===== src/core/art_defs.svh =====
// Register offsets, field positions, reset values and counts of the reload timer
`ifndef ART_DEFS_SVH
`define ART_DEFS_SVH

`define ART_OFF_CTRL 8'h00
`define ART_OFF_CNT_LO 8'h04
`define ART_OFF_CNT_HI 8'h08
`define ART_OFF_RL_LO 8'h0C
`define ART_OFF_RL_HI 8'h10
`define ART_OFF_CKSEL 8'h14
`define ART_OFF_STAT 8'h18

`define ART_BIT_TF_H 7
`define ART_BIT_TF_L 6
`define ART_BIT_LOW_IE 5
`define ART_BIT_CAP_EN 4
`define ART_BIT_SPLIT 3
`define ART_BIT_RUN 2
`define ART_BIT_XSEL_HI 1
`define ART_BIT_XSEL_LO 0
`define ART_BIT_SYS_LO 0
`define ART_BIT_SYS_HI 1
`define ART_BIT_SYNC 0

`define ART_RST_BYTE 8'h00
`define ART_RST_BIT 1'b0
`define ART_DIV12_LAST 4'hB
`define ART_DIV8_LAST 3'h7
`define ART_SYNC_TICKS 2'h3

`endif


===== src/core/art_pkg.sv =====
// Types shared by the reload timer modules
package art_pkg;
  typedef enum logic [1:0] {
    XS_SYS12 = 2'h0,
    XS_EXT8 = 2'h1,
    XS_RSVD = 2'h2,
    XS_LFO8 = 2'h3
  } art_xsel_t;

  typedef enum logic [2:0] {
    ST_IDLE = 3'b001,
    ST_SUSP = 3'b010,
    ST_WAIT = 3'b100
  } art_sync_st_t;
endpackage : art_pkg


===== src/core/art_timer.sv =====
// Auto-reload timer with split mode, slow oscillator capture and suspend wake
//
// What this block does
// - Sixteen-bit up-counter built from separately accessible low and high bytes.
// - Sixteen-bit wrap loads reload value and sets the high overflow flag.
// - Sixteen-bit mode requests interrupt on every full overflow when enabled.
// - With low interrupt enable, low byte wrap also requests an interrupt.
// - Split mode runs two independent 8-bit counters, each with own reload.
// - In split mode run bit gates only the high byte.
// - Per-byte select picks system clock, else field picks /12, ext/8, slow/8.
// - Split mode sets each byte's overflow flag on its own wrap.
// - Split mode interrupts on high overflow, or either with low enable.
// - Overflow flags are never cleared by hardware; software clears them.
// - Slow sources are synchronised except in suspend, where they drive directly.
// - Timer counts during suspend and its overflow wakes the device.
// - After other wake-up, sync pending reads 1 for up to three timer clocks.
// - Capture mode copies counter into reload on slow falling edge, sets high flag.
// - Capture mode with interrupt enabled interrupts on each slow falling edge.
//
// Chosen here: the register addresses and the APB interface to the registers.
`timescale 1ns/10ps
`default_nettype none
`include "art_defs.svh"
module art_timer (
  input wire logic pclk,
  input wire logic presetn,
  input wire logic psel,
  input wire logic penable,
  input wire logic pwrite,
  input wire logic [7:0] paddr,
  input wire logic [31:0] pwdata,
  output logic [31:0] prdata,
  output logic pready,
  output logic pslverr,
  input wire logic irq_enable,
  input wire logic suspend,
  input wire logic ext_clk,
  input wire logic slow_osc,
  input wire logic lfo_div_one,
  output logic irq_req,
  output logic wake_req,
  output logic sync_pending
);
  import art_pkg::*;

  logic tf_h_q, tf_l_q, low_ie_q, cap_en_q, split_q, run_q;
  art_xsel_t xsel_q;
  logic sys_lo_q, sys_hi_q;
  logic [7:0] rl_lo_q, rl_hi_q;
  logic [31:0] prdata_q;
  logic slverr_q;
  logic wake_q;
  art_sync_st_t st_q, st_d;
  logic [1:0] wcnt_q, wcnt_d;
  logic woke_q;

  wire logic tick_lo, tick_hi, slow_fall;
  wire logic [1:0] at_max;
  wire logic [7:0] cnt [2];
  wire logic [1:0] en_b, rl_b, wr_b;
  wire logic [7:0] rlv [2];
  wire logic setup, access, wr_acc;
  wire logic wr_ctrl, wr_cklo, wr_ckhi, wr_rllo, wr_rlhi, wr_cksel;
  wire logic mapped;
  wire logic full_max, ovf_lo, ovf_hi, cap_ev, tmr_ovf;
  wire logic [7:0] ctrl_rd;
  wire logic [31:0] rd_mux;

  function automatic logic hit(input logic [7:0] a, input logic [7:0] off);
    return (a == off);
  endfunction : hit

  // APB decode; zero wait state, read data latched in the setup cycle
  assign setup = psel & ~penable;
  assign access = psel & penable;
  assign wr_acc = access & pwrite;
  assign wr_ctrl = wr_acc & hit(paddr, `ART_OFF_CTRL);
  assign wr_cklo = wr_acc & hit(paddr, `ART_OFF_CNT_LO);
  assign wr_ckhi = wr_acc & hit(paddr, `ART_OFF_CNT_HI);
  assign wr_rllo = wr_acc & hit(paddr, `ART_OFF_RL_LO);
  assign wr_rlhi = wr_acc & hit(paddr, `ART_OFF_RL_HI);
  assign wr_cksel = wr_acc & hit(paddr, `ART_OFF_CKSEL);
  assign mapped = hit(paddr, `ART_OFF_CTRL) | hit(paddr, `ART_OFF_CNT_LO) |
                  hit(paddr, `ART_OFF_CNT_HI) | hit(paddr, `ART_OFF_RL_LO) |
                  hit(paddr, `ART_OFF_RL_HI) | hit(paddr, `ART_OFF_CKSEL) |
                  hit(paddr, `ART_OFF_STAT);
  assign ctrl_rd = {tf_h_q, tf_l_q, low_ie_q, cap_en_q, split_q, run_q, xsel_q};
  assign rd_mux = hit(paddr, `ART_OFF_CTRL) ? {24'h000000, ctrl_rd} :
                  hit(paddr, `ART_OFF_CNT_LO) ? {24'h000000, cnt[0]} :
                  hit(paddr, `ART_OFF_CNT_HI) ? {24'h000000, cnt[1]} :
                  hit(paddr, `ART_OFF_RL_LO) ? {24'h000000, rl_lo_q} :
                  hit(paddr, `ART_OFF_RL_HI) ? {24'h000000, rl_hi_q} :
                  hit(paddr, `ART_OFF_CKSEL) ? {30'h0000000, sys_hi_q, sys_lo_q} :
                  hit(paddr, `ART_OFF_STAT) ? {31'h0000000, sync_pending} : 32'h00000000;
  assign pready = access;
  assign pslverr = access & slverr_q;
  assign prdata = prdata_q;

  always_ff @(posedge pclk or negedge presetn) begin
    if (!presetn) begin
      prdata_q <= 32'h00000000;
      slverr_q <= 1'b0;
    end else if (setup) begin
      prdata_q <= pwrite ? 32'h00000000 : rd_mux;
      slverr_q <= ~mapped;
    end
  end

  art_clk_src u_clk (
    .pclk(pclk),
    .presetn(presetn),
    .suspend(suspend),
    .ext_clk(ext_clk),
    .slow_osc(slow_osc),
    .lfo_div_one(lfo_div_one),
    .xsel(xsel_q),
    .sys_lo(sys_lo_q),
    .sys_hi(sys_hi_q),
    .tick_lo(tick_lo),
    .tick_hi(tick_hi),
    .slow_fall(slow_fall)
  );

  // Sixteen-bit mode chains the high byte on the low byte's carry
  assign full_max = at_max[0] & at_max[1];
  assign en_b[0] = split_q ? tick_lo : (tick_lo & run_q);
  assign en_b[1] = split_q ? (tick_hi & run_q) : (tick_lo & run_q & at_max[0]);
  assign rl_b[0] = split_q ? at_max[0] : full_max;
  assign rl_b[1] = split_q ? at_max[1] : full_max;
  assign wr_b = {wr_ckhi, wr_cklo};
  assign rlv[0] = rl_lo_q;
  assign rlv[1] = rl_hi_q;
  assign ovf_lo = en_b[0] & at_max[0];
  assign ovf_hi = en_b[1] & at_max[1];
  assign cap_ev = cap_en_q & slow_fall;
  assign tmr_ovf = ovf_hi | (split_q & ovf_lo);

  genvar gi;
  generate
    for (gi = 0; gi < 2; gi++) begin : g_byte
      art_byte_cnt u_byte (
        .pclk(pclk),
        .presetn(presetn),
        .en(en_b[gi]),
        .reload_now(rl_b[gi]),
        .reload_val(rlv[gi]),
        .wr(wr_b[gi]),
        .wr_data(pwdata[7:0]),
        .cnt_q(cnt[gi]),
        .at_max(at_max[gi])
      );
    end
  endgenerate

  // Flags: a hardware set beats a software clear in the same cycle
  always_ff @(posedge pclk or negedge presetn) begin
    if (!presetn) begin
      tf_h_q <= `ART_RST_BIT;
      tf_l_q <= `ART_RST_BIT;
    end else begin
      tf_h_q <= (ovf_hi | cap_ev) | (wr_ctrl ? pwdata[`ART_BIT_TF_H] : tf_h_q);
      tf_l_q <= ovf_lo | (wr_ctrl ? pwdata[`ART_BIT_TF_L] : tf_l_q);
    end
  end

  always_ff @(posedge pclk or negedge presetn) begin
    if (!presetn) begin
      {low_ie_q, cap_en_q, split_q, run_q} <= 4'h0;
      xsel_q <= XS_SYS12;
      {sys_hi_q, sys_lo_q} <= 2'h0;
    end else begin
      if (wr_ctrl) begin
        low_ie_q <= pwdata[`ART_BIT_LOW_IE];
        cap_en_q <= pwdata[`ART_BIT_CAP_EN];
        split_q <= pwdata[`ART_BIT_SPLIT];
        run_q <= pwdata[`ART_BIT_RUN];
        xsel_q <= art_xsel_t'(pwdata[`ART_BIT_XSEL_HI:`ART_BIT_XSEL_LO]);
      end
      if (wr_cksel) begin
        sys_lo_q <= pwdata[`ART_BIT_SYS_LO];
        sys_hi_q <= pwdata[`ART_BIT_SYS_HI];
      end
    end
  end

  // Capture beats a software write to the reload bytes
  always_ff @(posedge pclk or negedge presetn) begin
    if (!presetn) begin
      rl_lo_q <= `ART_RST_BYTE;
      rl_hi_q <= `ART_RST_BYTE;
    end else if (cap_ev) begin
      rl_lo_q <= cnt[0];
      rl_hi_q <= cnt[1];
    end else begin
      if (wr_rllo) rl_lo_q <= pwdata[7:0];
      if (wr_rlhi) rl_hi_q <= pwdata[7:0];
    end
  end

  // Level request; software clears the flags to drop it
  assign irq_req = irq_enable & (tf_h_q | (low_ie_q & tf_l_q));

  // Suspend tracking for wake-up and the sync pending window
  always_comb begin
    st_d = st_q;
    wcnt_d = wcnt_q;
    case (st_q)
      ST_IDLE: if (suspend) st_d = ST_SUSP;
      ST_SUSP: begin
        if (!suspend) begin
          st_d = (woke_q | tmr_ovf) ? ST_IDLE : ST_WAIT;
          wcnt_d = 2'h0;
        end
      end
      ST_WAIT: begin
        if (suspend) begin
          st_d = ST_SUSP;
        end else if (tick_lo | tick_hi) begin
          wcnt_d = wcnt_q + 2'h1;
          if (wcnt_d == `ART_SYNC_TICKS) st_d = ST_IDLE;
        end
      end
      default: st_d = ST_IDLE;
    endcase
  end

  always_ff @(posedge pclk or negedge presetn) begin
    if (!presetn) begin
      st_q <= ST_IDLE;
      wcnt_q <= 2'h0;
      woke_q <= 1'b0;
      wake_q <= 1'b0;
    end else begin
      st_q <= st_d;
      wcnt_q <= wcnt_d;
      woke_q <= (st_q == ST_SUSP) & (woke_q | tmr_ovf);
      wake_q <= suspend & tmr_ovf;
    end
  end

  assign wake_req = wake_q;
  assign sync_pending = (st_q == ST_WAIT);
endmodule : art_timer
`default_nettype wire


===== src/core/art_clk_src.sv =====
// Timer clock sources: divide-by-12, external and slow oscillator ticks
`timescale 1ns/10ps
`default_nettype none
`include "art_defs.svh"
module art_clk_src (
  input wire logic pclk,
  input wire logic presetn,
  input wire logic suspend,
  input wire logic ext_clk,
  input wire logic slow_osc,
  input wire logic lfo_div_one,
  input wire art_pkg::art_xsel_t xsel,
  input wire logic sys_lo,
  input wire logic sys_hi,
  output logic tick_lo,
  output logic tick_hi,
  output logic slow_fall
);
  import art_pkg::*;

  logic [3:0] div12_q;
  logic [2:0] ediv_q;
  logic [2:0] ldiv_q;
  logic e1_q, e2_q, e3_q, eraw_q;
  logic l1_q, l2_q, l3_q, lraw_q;
  wire logic ext_rise;
  wire logic lfo_rise;
  wire logic s12;
  wire logic e8;
  wire logic l8;

  function automatic logic src_tick(input logic sel_sys, input art_xsel_t xs,
                                    input logic t12, input logic te8, input logic tl8);
    logic t;
    t = 1'b0;
    if (sel_sys) begin
      t = 1'b1;
    end else begin
      case (xs)
        XS_SYS12: t = t12;
        XS_EXT8: t = te8;
        XS_LFO8: t = tl8;
        default: t = 1'b0;
      endcase
    end
    return t;
  endfunction : src_tick

  // In suspend the raw pin drives the count directly, skipping the synchroniser delay
  assign ext_rise = suspend ? (ext_clk & ~eraw_q) : (e2_q & ~e3_q);
  assign lfo_rise = suspend ? (slow_osc & ~lraw_q) : (l2_q & ~l3_q);
  assign slow_fall = suspend ? (~slow_osc & lraw_q) : (~l2_q & l3_q);
  assign s12 = (div12_q == `ART_DIV12_LAST);
  assign e8 = ext_rise & (ediv_q == `ART_DIV8_LAST);
  // Slow source stays silent unless its divider is set to one
  assign l8 = lfo_rise & (ldiv_q == `ART_DIV8_LAST) & lfo_div_one;
  assign tick_lo = src_tick(sys_lo, xsel, s12, e8, l8);
  assign tick_hi = src_tick(sys_hi, xsel, s12, e8, l8);

  always_ff @(posedge pclk or negedge presetn) begin
    if (!presetn) begin
      {e1_q, e2_q, e3_q, eraw_q} <= 4'h0;
      {l1_q, l2_q, l3_q, lraw_q} <= 4'h0;
    end else begin
      {e1_q, e2_q, e3_q, eraw_q} <= {ext_clk, e1_q, e2_q, ext_clk};
      {l1_q, l2_q, l3_q, lraw_q} <= {slow_osc, l1_q, l2_q, slow_osc};
    end
  end

  always_ff @(posedge pclk or negedge presetn) begin
    if (!presetn) begin
      div12_q <= 4'h0;
      ediv_q <= 3'h0;
      ldiv_q <= 3'h0;
    end else begin
      div12_q <= s12 ? 4'h0 : div12_q + 4'h1;
      if (ext_rise) ediv_q <= ediv_q + 3'h1;
      if (lfo_rise) ldiv_q <= ldiv_q + 3'h1;
    end
  end
endmodule : art_clk_src
`default_nettype wire


===== src/core/art_byte_cnt.sv =====
// One 8-bit up-counter byte with reload and software load
`timescale 1ns/10ps
`default_nettype none
`include "art_defs.svh"
module art_byte_cnt (
  input wire logic pclk,
  input wire logic presetn,
  input wire logic en,
  input wire logic reload_now,
  input wire logic [7:0] reload_val,
  input wire logic wr,
  input wire logic [7:0] wr_data,
  output logic [7:0] cnt_q,
  output logic at_max
);
  assign at_max = (cnt_q == 8'hFF);

  // Software load wins over a count in the same cycle
  always_ff @(posedge pclk or negedge presetn) begin
    if (!presetn) begin
      cnt_q <= `ART_RST_BYTE;
    end else if (wr) begin
      cnt_q <= wr_data;
    end else if (en) begin
      cnt_q <= reload_now ? reload_val : cnt_q + 8'h01;
    end
  end
endmodule : art_byte_cnt
`default_nettype wire


===== config.mk =====
export PLATFORM = sky130hd
export DESIGN_NAME = art_timer
export DESIGN_NICKNAME = d
export VERILOG_FILES = /design/src/core/art_pkg.sv /design/src/core/art_timer.sv /design/src/core/art_clk_src.sv /design/src/core/art_byte_cnt.sv
export VERILOG_INCLUDE_DIRS = /design/src /design/src/core
export SDC_FILE = /design/constraint.sdc
export NUM_CORES = 1
export LEC_CHECK = 0
export ABC_AREA = 1
export BUFFER_PORTS_ARGS = -buffer_cell sky130_fd_sc_hd__buf_2
export CAP_MARGIN = 15
export CORE_MARGIN = 1
export CORE_UTILIZATION = 35
export CTS_CLUSTER_SIZE = 12
export DETAILED_ROUTE_END_ITERATION = 10
export SYNTH_ARGS = -nofsm -noshare
export SYNTH_HDL_FRONTEND = slang
export SYNTH_SLANG_ARGS = --single-unit

===== constraint.sdc =====
create_clock -name pclk -period 3.4 [get_ports pclk]
set_clock_uncertainty 0.2 [all_clocks]
set_input_delay 0.68 -clock pclk [delete_from_list [all_inputs] [get_ports pclk]]
set_output_delay 0.68 -clock pclk [all_outputs]
set_load 0.02 [all_outputs]

Yosys cells after proc, flatten, opt, wreduce, memory -nomap -nowiden --
Index checks and enable logic that the tools add are counted.
Cells by class: add/subtract/negate cells 6, equal/unequal tests 23, multiplexer cells 42, bitwise logic cells 52, reductions and logical operators 9
Operators with widths (count):
- 8-bit two-way mux | 16
- 1-bit AND | 31
- 8-bit by 5-bit equality test with 1-bit output (second input constant) | 3
- 3-bit two-way mux | 6
- 8-bit by 1-bit adder with 8-bit output (second input constant) | 2
- 8-bit by 4-bit equality test with 1-bit output (second input constant) | 2
- 8-bit equality test (second input constant) | 2
- 1-bit OR | 13
- 1-bit two-way mux | 12
- 2-bit nonzero test | 5
- 3-bit equality test (second input constant) | 3
- 3-bit one-hot mux with 3 select lines | 1
- 8-bit by 3-bit equality test with 1-bit output (second input constant) | 1
- 8-bit zero test | 1
- 2-bit two-way mux | 4
- 1-bit inverter | 8
- 4-bit AND reduction | 2
- 3-bit by 1-bit adder with 3-bit output (second input constant) | 2
- 2-bit != test (second input constant) | 3
- 3-bit by 2-bit != test with 1-bit output (second input constant) | 2
- 4-bit by 1-bit adder with 4-bit output (second input constant) | 1
- 2-bit equality test (second input constant) | 2
- 4-bit equality test (second input constant) | 1
- 4-bit two-way mux | 1
- other kinds (8) | 8
Word-level totals: bits in registers 98, input bits 50, word-level logic and storage cells 160

Longest topological paths before layout --
depth in word-level cells 16, mapped depth 15, depth with buffers taken out 15

Cells and area by module --
From an unflattened synthesis, not the netlist that was laid out.
Unflattened totals: cells, all modules 620, area total of the unflattened synthesis 4563.1 um^2
Modules (own cells, without submodules):
- art_timer | times used 1, cells an instance 375, area each 2652.5 um^2, sequential area each 1052.3 um^2
- art_byte_cnt | times used 2, cells an instance 84, area each 590.6 um^2, sequential area each 200.2 um^2
- art_clk_src | times used 1, cells an instance 77, area each 729.4 um^2, sequential area each 400.4 um^2

Worst setup path after synthesis --
No wires, ideal clock.
path type input -> register, from in suspend, to reg g_byte[1].u_byte.cnt_q[0], setup time 0.126 ns, arrival time 1.758 ns, path slack 1.316 ns, stages 14, buffers on the path 2, cell sequence buf_6 -> nand3_1 -> nand2_2 -> nand2_1 -> nand2_1 -> nand2_2 -> nand2_4 -> nand2_2 -> nand2_4 -> nand2_4 -> nand2_4 -> buf_12 -> o211ai_2 -> nand3_2
Between the ends: word-level cells in the longest chain between the ends 9, elaborated cells on any way between the ends 13, those cells by class 6 x mux; 6 x bitwise; 1 x reduce/logical
Ends and longest elaborated chain:
- start: declaration | RTL line art_timer.sv:36 | input wire logic suspend,
- 1-bit two-way mux | RTL line art_clk_src.sv:51 | assign lfo_rise = suspend ? (slow_osc & ~lraw_q) : (l2_q & ~l3_q);
- 1-bit AND (2 in a row) | RTL line art_clk_src.sv:56 | assign l8 = lfo_rise & (ldiv_q == `ART_DIV8_LAST) & lfo_div_one;
- 1-bit one-hot mux with 3 select lines * | RTL line art_clk_src.sv:39 | case (xs)
- 1-bit two-way mux | RTL line art_clk_src.sv:36 | if (sel_sys) begin
- 1-bit AND (2 in a row) | RTL line art_timer.sv:127 | assign en_b[1] = split_q ? (tick_hi & run_q) : (tick_lo & run_q & at_max[0]);
- 1-bit two-way mux * | RTL line art_timer.sv:127
- 2-bit nonzero test (no line) *
- end signal: assignment | RTL line art_byte_cnt.sv:21 | cnt_q <= `ART_RST_BYTE;
- end signal: assignment | RTL line art_byte_cnt.sv:23 | cnt_q <= wr_data;
- end signal: assignment | RTL line art_byte_cnt.sv:25 | cnt_q <= reload_now ? reload_val : cnt_q + 8'h01;
- end: declaration | RTL line art_byte_cnt.sv:13 | output logic [7:0] cnt_q,
Every way passes the cells marked *; elsewhere a longest branch is shown, timed or not. A chain may end at the register's enable or synchronous reset.

Final worst setup path --
from reg st_q[0], to out sync_pending
Between the ends: word-level cells in the longest chain between the ends 1
Ends and longest elaborated chain:
- start: declaration | RTL line art_timer.sv:53 | art_sync_st_t st_q, st_d;
- start signal: assignment | RTL line art_timer.sv:234 | st_q <= st_d;
- 3-bit equality test | RTL line art_timer.sv:242 | assign sync_pending = (st_q == ST_WAIT);
- end: declaration | RTL line art_timer.sv:42 | output logic sync_pending
No other way between the ends.

==> flow_metrics.env <==
export IMPL_synth_top_cell_area_share_pct=40.9
export IMPL_grt_max_degree=31
export IMPL_rsz0062_at_grt="false"
export IMPL_synth_xor_area_share_pct=2.74
export IMPL_synth_compound_area_share_pct=17.4
export IMPL_clkSinkCount=74
export IMPL_area_delta_synth_final_pct=12.8
export IMPL_grt_use_met1_pct=25.0
export IMPL_syn_mean_instance_area_um2=8.22
export IMPL_grt_busiest_layer="met2"
export IMPL_hold_path_class="reg -> reg"
export IMPL_p_leak_uw=0.00251
export IMPL_synthAdderAreaFrac_pct=2.24
export IMPL_outcome="finished, final reports clean"
export IMPL_drtPass1Iterations=4
export IMPL_drive_gt1_share_pct=17.8
export IMPL_finalWirelength_um=11300
export IMPL_grt_pass1_wl_um=18900
export IMPL_yosys_area_share_simple_pct=22.6
export IMPL_clk_pin_slew_ps=50
export IMPL_cts_buffers=9
export IMPL_vias=3793
export IMPL_ios=87
export IMPL_grt_antenna_before_repair=0
export IMPL_max_freq_mhz=441
export IMPL_cts_resized=0
export IMPL_maxCapViolCount=0
export IMPL_dp_hpwl_um=8780
export IMPL_cp_end_kind="output port"
export IMPL_die_w_um=115
export IMPL_setup_tns_ps=0
export IMPL_slew_viol_final=0
export IMPL_holdBufCountCts=0
export IMPL_clk_latency_ps=340
export IMPL_worst_slew_pin_slew_ps=671
export IMPL_cts_root_buffer="clkbuf_16"
export IMPL_drc=0
export IMPL_grt_pass1_vias=3691
export IMPL_cts_path_max_buffers=2
export IMPL_dp_cells=747
export IMPL_gr_total_overflow=0
export IMPL_synth_cell_types=39
export IMPL_finalNonFillerCells=763
export IMPL_hold_viol_final=0
export IMPL_whs_ps=173
export IMPL_synth_area_um2=4470
export IMPL_port_buffer_count=38
export IMPL_ant_nets=0
export IMPL_htreeDepth=3
export IMPL_grt_usage_pct=18.9
export IMPL_use_met3_pct=3.48
export IMPL_synth_top_family_by_area="simple AND/OR/NAND/NOR gates"
export IMPL_wl_per_cell_um=14.9
export IMPL_layout_nets=648
export IMPL_cp_start_kind="register"
export IMPL_finalSetupViolCount=0
export IMPL_rows=40
export IMPL_power_density_nw_per_um2=537
export IMPL_postCtsSetupBuffers=0
export IMPL_finalCritPeriodShare_pct=66.8
export IMPL_die_area_um2=13200
export IMPL_core_region_area_um2=12200
export IMPL_critPathSlowestCell="dfstp_2"
export IMPL_yosys_register_bits=74
export IMPL_final_min_clock_period_ps=2270
export IMPL_muxShareOfSynthArea_pct=1.01
export IMPL_cts_tree="yes"
export IMPL_synth_area_leaders="dfrtp_1 41%, nand2_1 8.9%, inv_1 6.3%"
export IMPL_diodes=0
export IMPL_synth_area_leader_cell="dfrtp_1"
export IMPL_drtIter0Drc=376
export IMPL_crit_path_max_fanout=4
export IMPL_via_per_inst=4.97
export IMPL_start_util_pct=36.6
export IMPL_die_h_um=115
export IMPL_cp_required_ps=2520
export IMPL_fin_util_pct=41.3
export IMPL_use_met2_pct=30.4
export IMPL_globalplace_congestion=0.906
export IMPL_path_cells="inv_1, nand3_1, inv_1, buf_2"
export IMPL_maxSlewHeadroom_pct=55.2
export IMPL_peakVddDrop_mv=0.235
export IMPL_crit_top_cell="inv_1"
export IMPL_ys_seq_area_share_pct=41.4
export IMPL_worstPathArrival_ps=1390
export IMPL_max_stage_delay_ps=530
export IMPL_critPathKind="reg -> out"
export IMPL_syn_instance_count=544
export IMPL_yosysWarnings=0
path summary, 6_finish.rpt:
path                       slack [ps]                               endpoint  depth (start not counted)                                  start
setup reg to reg                 1170  g_byte[1].u_byte.cnt_q[0]$_DFFE_PN0P_                          9  g_byte[1].u_byte.cnt_q[1]$_DFFE_PN0P_
setup / recovery                 1130                           sync_pending                          4                    st_q[0]$_DFFE_PN1P_
hold reg to reg                   170                   u_clk.l2_q$_DFF_PN0_                          0                   u_clk.l1_q$_DFF_PN0_
max in group asynchronous        2010                 rl_hi_q[2]$_DFFE_PN0P_                          2                                presetn
min in group asynchronous         180                  wcnt_q[0]$_DFFE_PN0P_                          1                                presetn
hold / removal                    170                   u_clk.l2_q$_DFF_PN0_                          0                   u_clk.l1_q$_DFF_PN0_
sequential cells by signal, summed over array words and instances, names as in the netlist, 2 cells and up:
name,count
u_clk.ediv_q,3
g_byte.u_byte.cnt_q,16
prdata,8
wcnt_q,2
st_q,3
u_clk.ldiv_q,3
rl_hi_q,8
xsel_q,2
u_clk.div12_q,4
rl_lo_q,8
report_power, final:
part	leakage (uW)	internal, uW	switching, uW	total [uW]
combinational	0.00145	238	345	583
sequential	0.000921	1040	168	1210
clock	0.000138	566	352	919
total	0.00251	1840	865	2710
layer usage:
metal  vias to the layer above  wire (um)
li1                       1854          -
met1                      1804       5370
met2                       118       5140
met3                        17        562
met4                         0        257
met5                         -          0
metrics by stage:
step / area [um^2] / setup WS (ps) / power, uW
4_1_cts: 5040 / 1130 / 2730
3_3_place_gp: 4760 / 859 / 1770
3_5_place_dp: 4760 / 826 / 1800
6_report: 5040 / 1130 / 2710
5_1_grt: 5040 / 942 / 2890
2_1_floorplan: 4560 / 1320 / 1640
cell usage in the layout, fill, tap and decap left out, drive strengths merged, types with 13 or more instances in the layout:
cell,netlist,routed
a21oi,21,21
conb,1,24
o211ai,27,27
buf,31,44
dfrtp,73,73
o21ai,49,49
nand2,116,116
nand3,35,35
clkbuf,1,13
inv,83,83
nor2,45,45
cell type report:
class | count | area, um^2
clock inverter | 3 | 40.0
timing repair buffer | 44 | 235
multi-input combinational | 377 | 2150
sequential | 74 | 1850
fill | 1250 | 7170
inverter | 84 | 318
clock buffer | 13 | 240
tap | 168 | 210
kinds of logic (layout without fill, tap and decap cells):
logic type,count (synthesis),count (layout)
flip-flops,74,74
buffers and inverters,116,144
adder cells (fa/ha/maj),8,8
other,1,24
multiplexers,4,4
AND/OR/NAND/NOR,208,208
XOR/XNOR,14,14
AO/OA/AOI/OAI,119,119
critical path: cells and delay by family (launching register included):
kind	cells	cell delay, ps
flops	1	530
buf+inv	3	350
simple gates	1	180
Yosys cell counts:
master / n
a21oi_1: 19
a21oi_4: 2
a22oi_1: 9
buf_12: 1
buf_2: 5
buf_4: 24
buf_6: 1
clkbuf_1: 1
clkinv_1: 1
conb_1: 1
dfrtp_1: 73
dfstp_2: 1
ha_1: 8
inv_1: 75
inv_2: 7
inv_4: 1
mux2_2: 4
nand2_1: 106
nand2_2: 5
nand2_4: 5
nand3_1: 30
nand3_2: 5
nand3b_4: 1
nand4_1: 4
nand4_4: 1
nor2_1: 34
nor2_2: 5
nor2_4: 6
nor3_1: 6
o2111ai_1: 3
o211ai_1: 24
o211ai_2: 3
o21ai_0: 38
o21ai_1: 7
o21ai_2: 4
o221ai_1: 7
o22ai_1: 3
xnor2_1: 2
xor2_1: 12
Power figures use the tool's default switching activity.
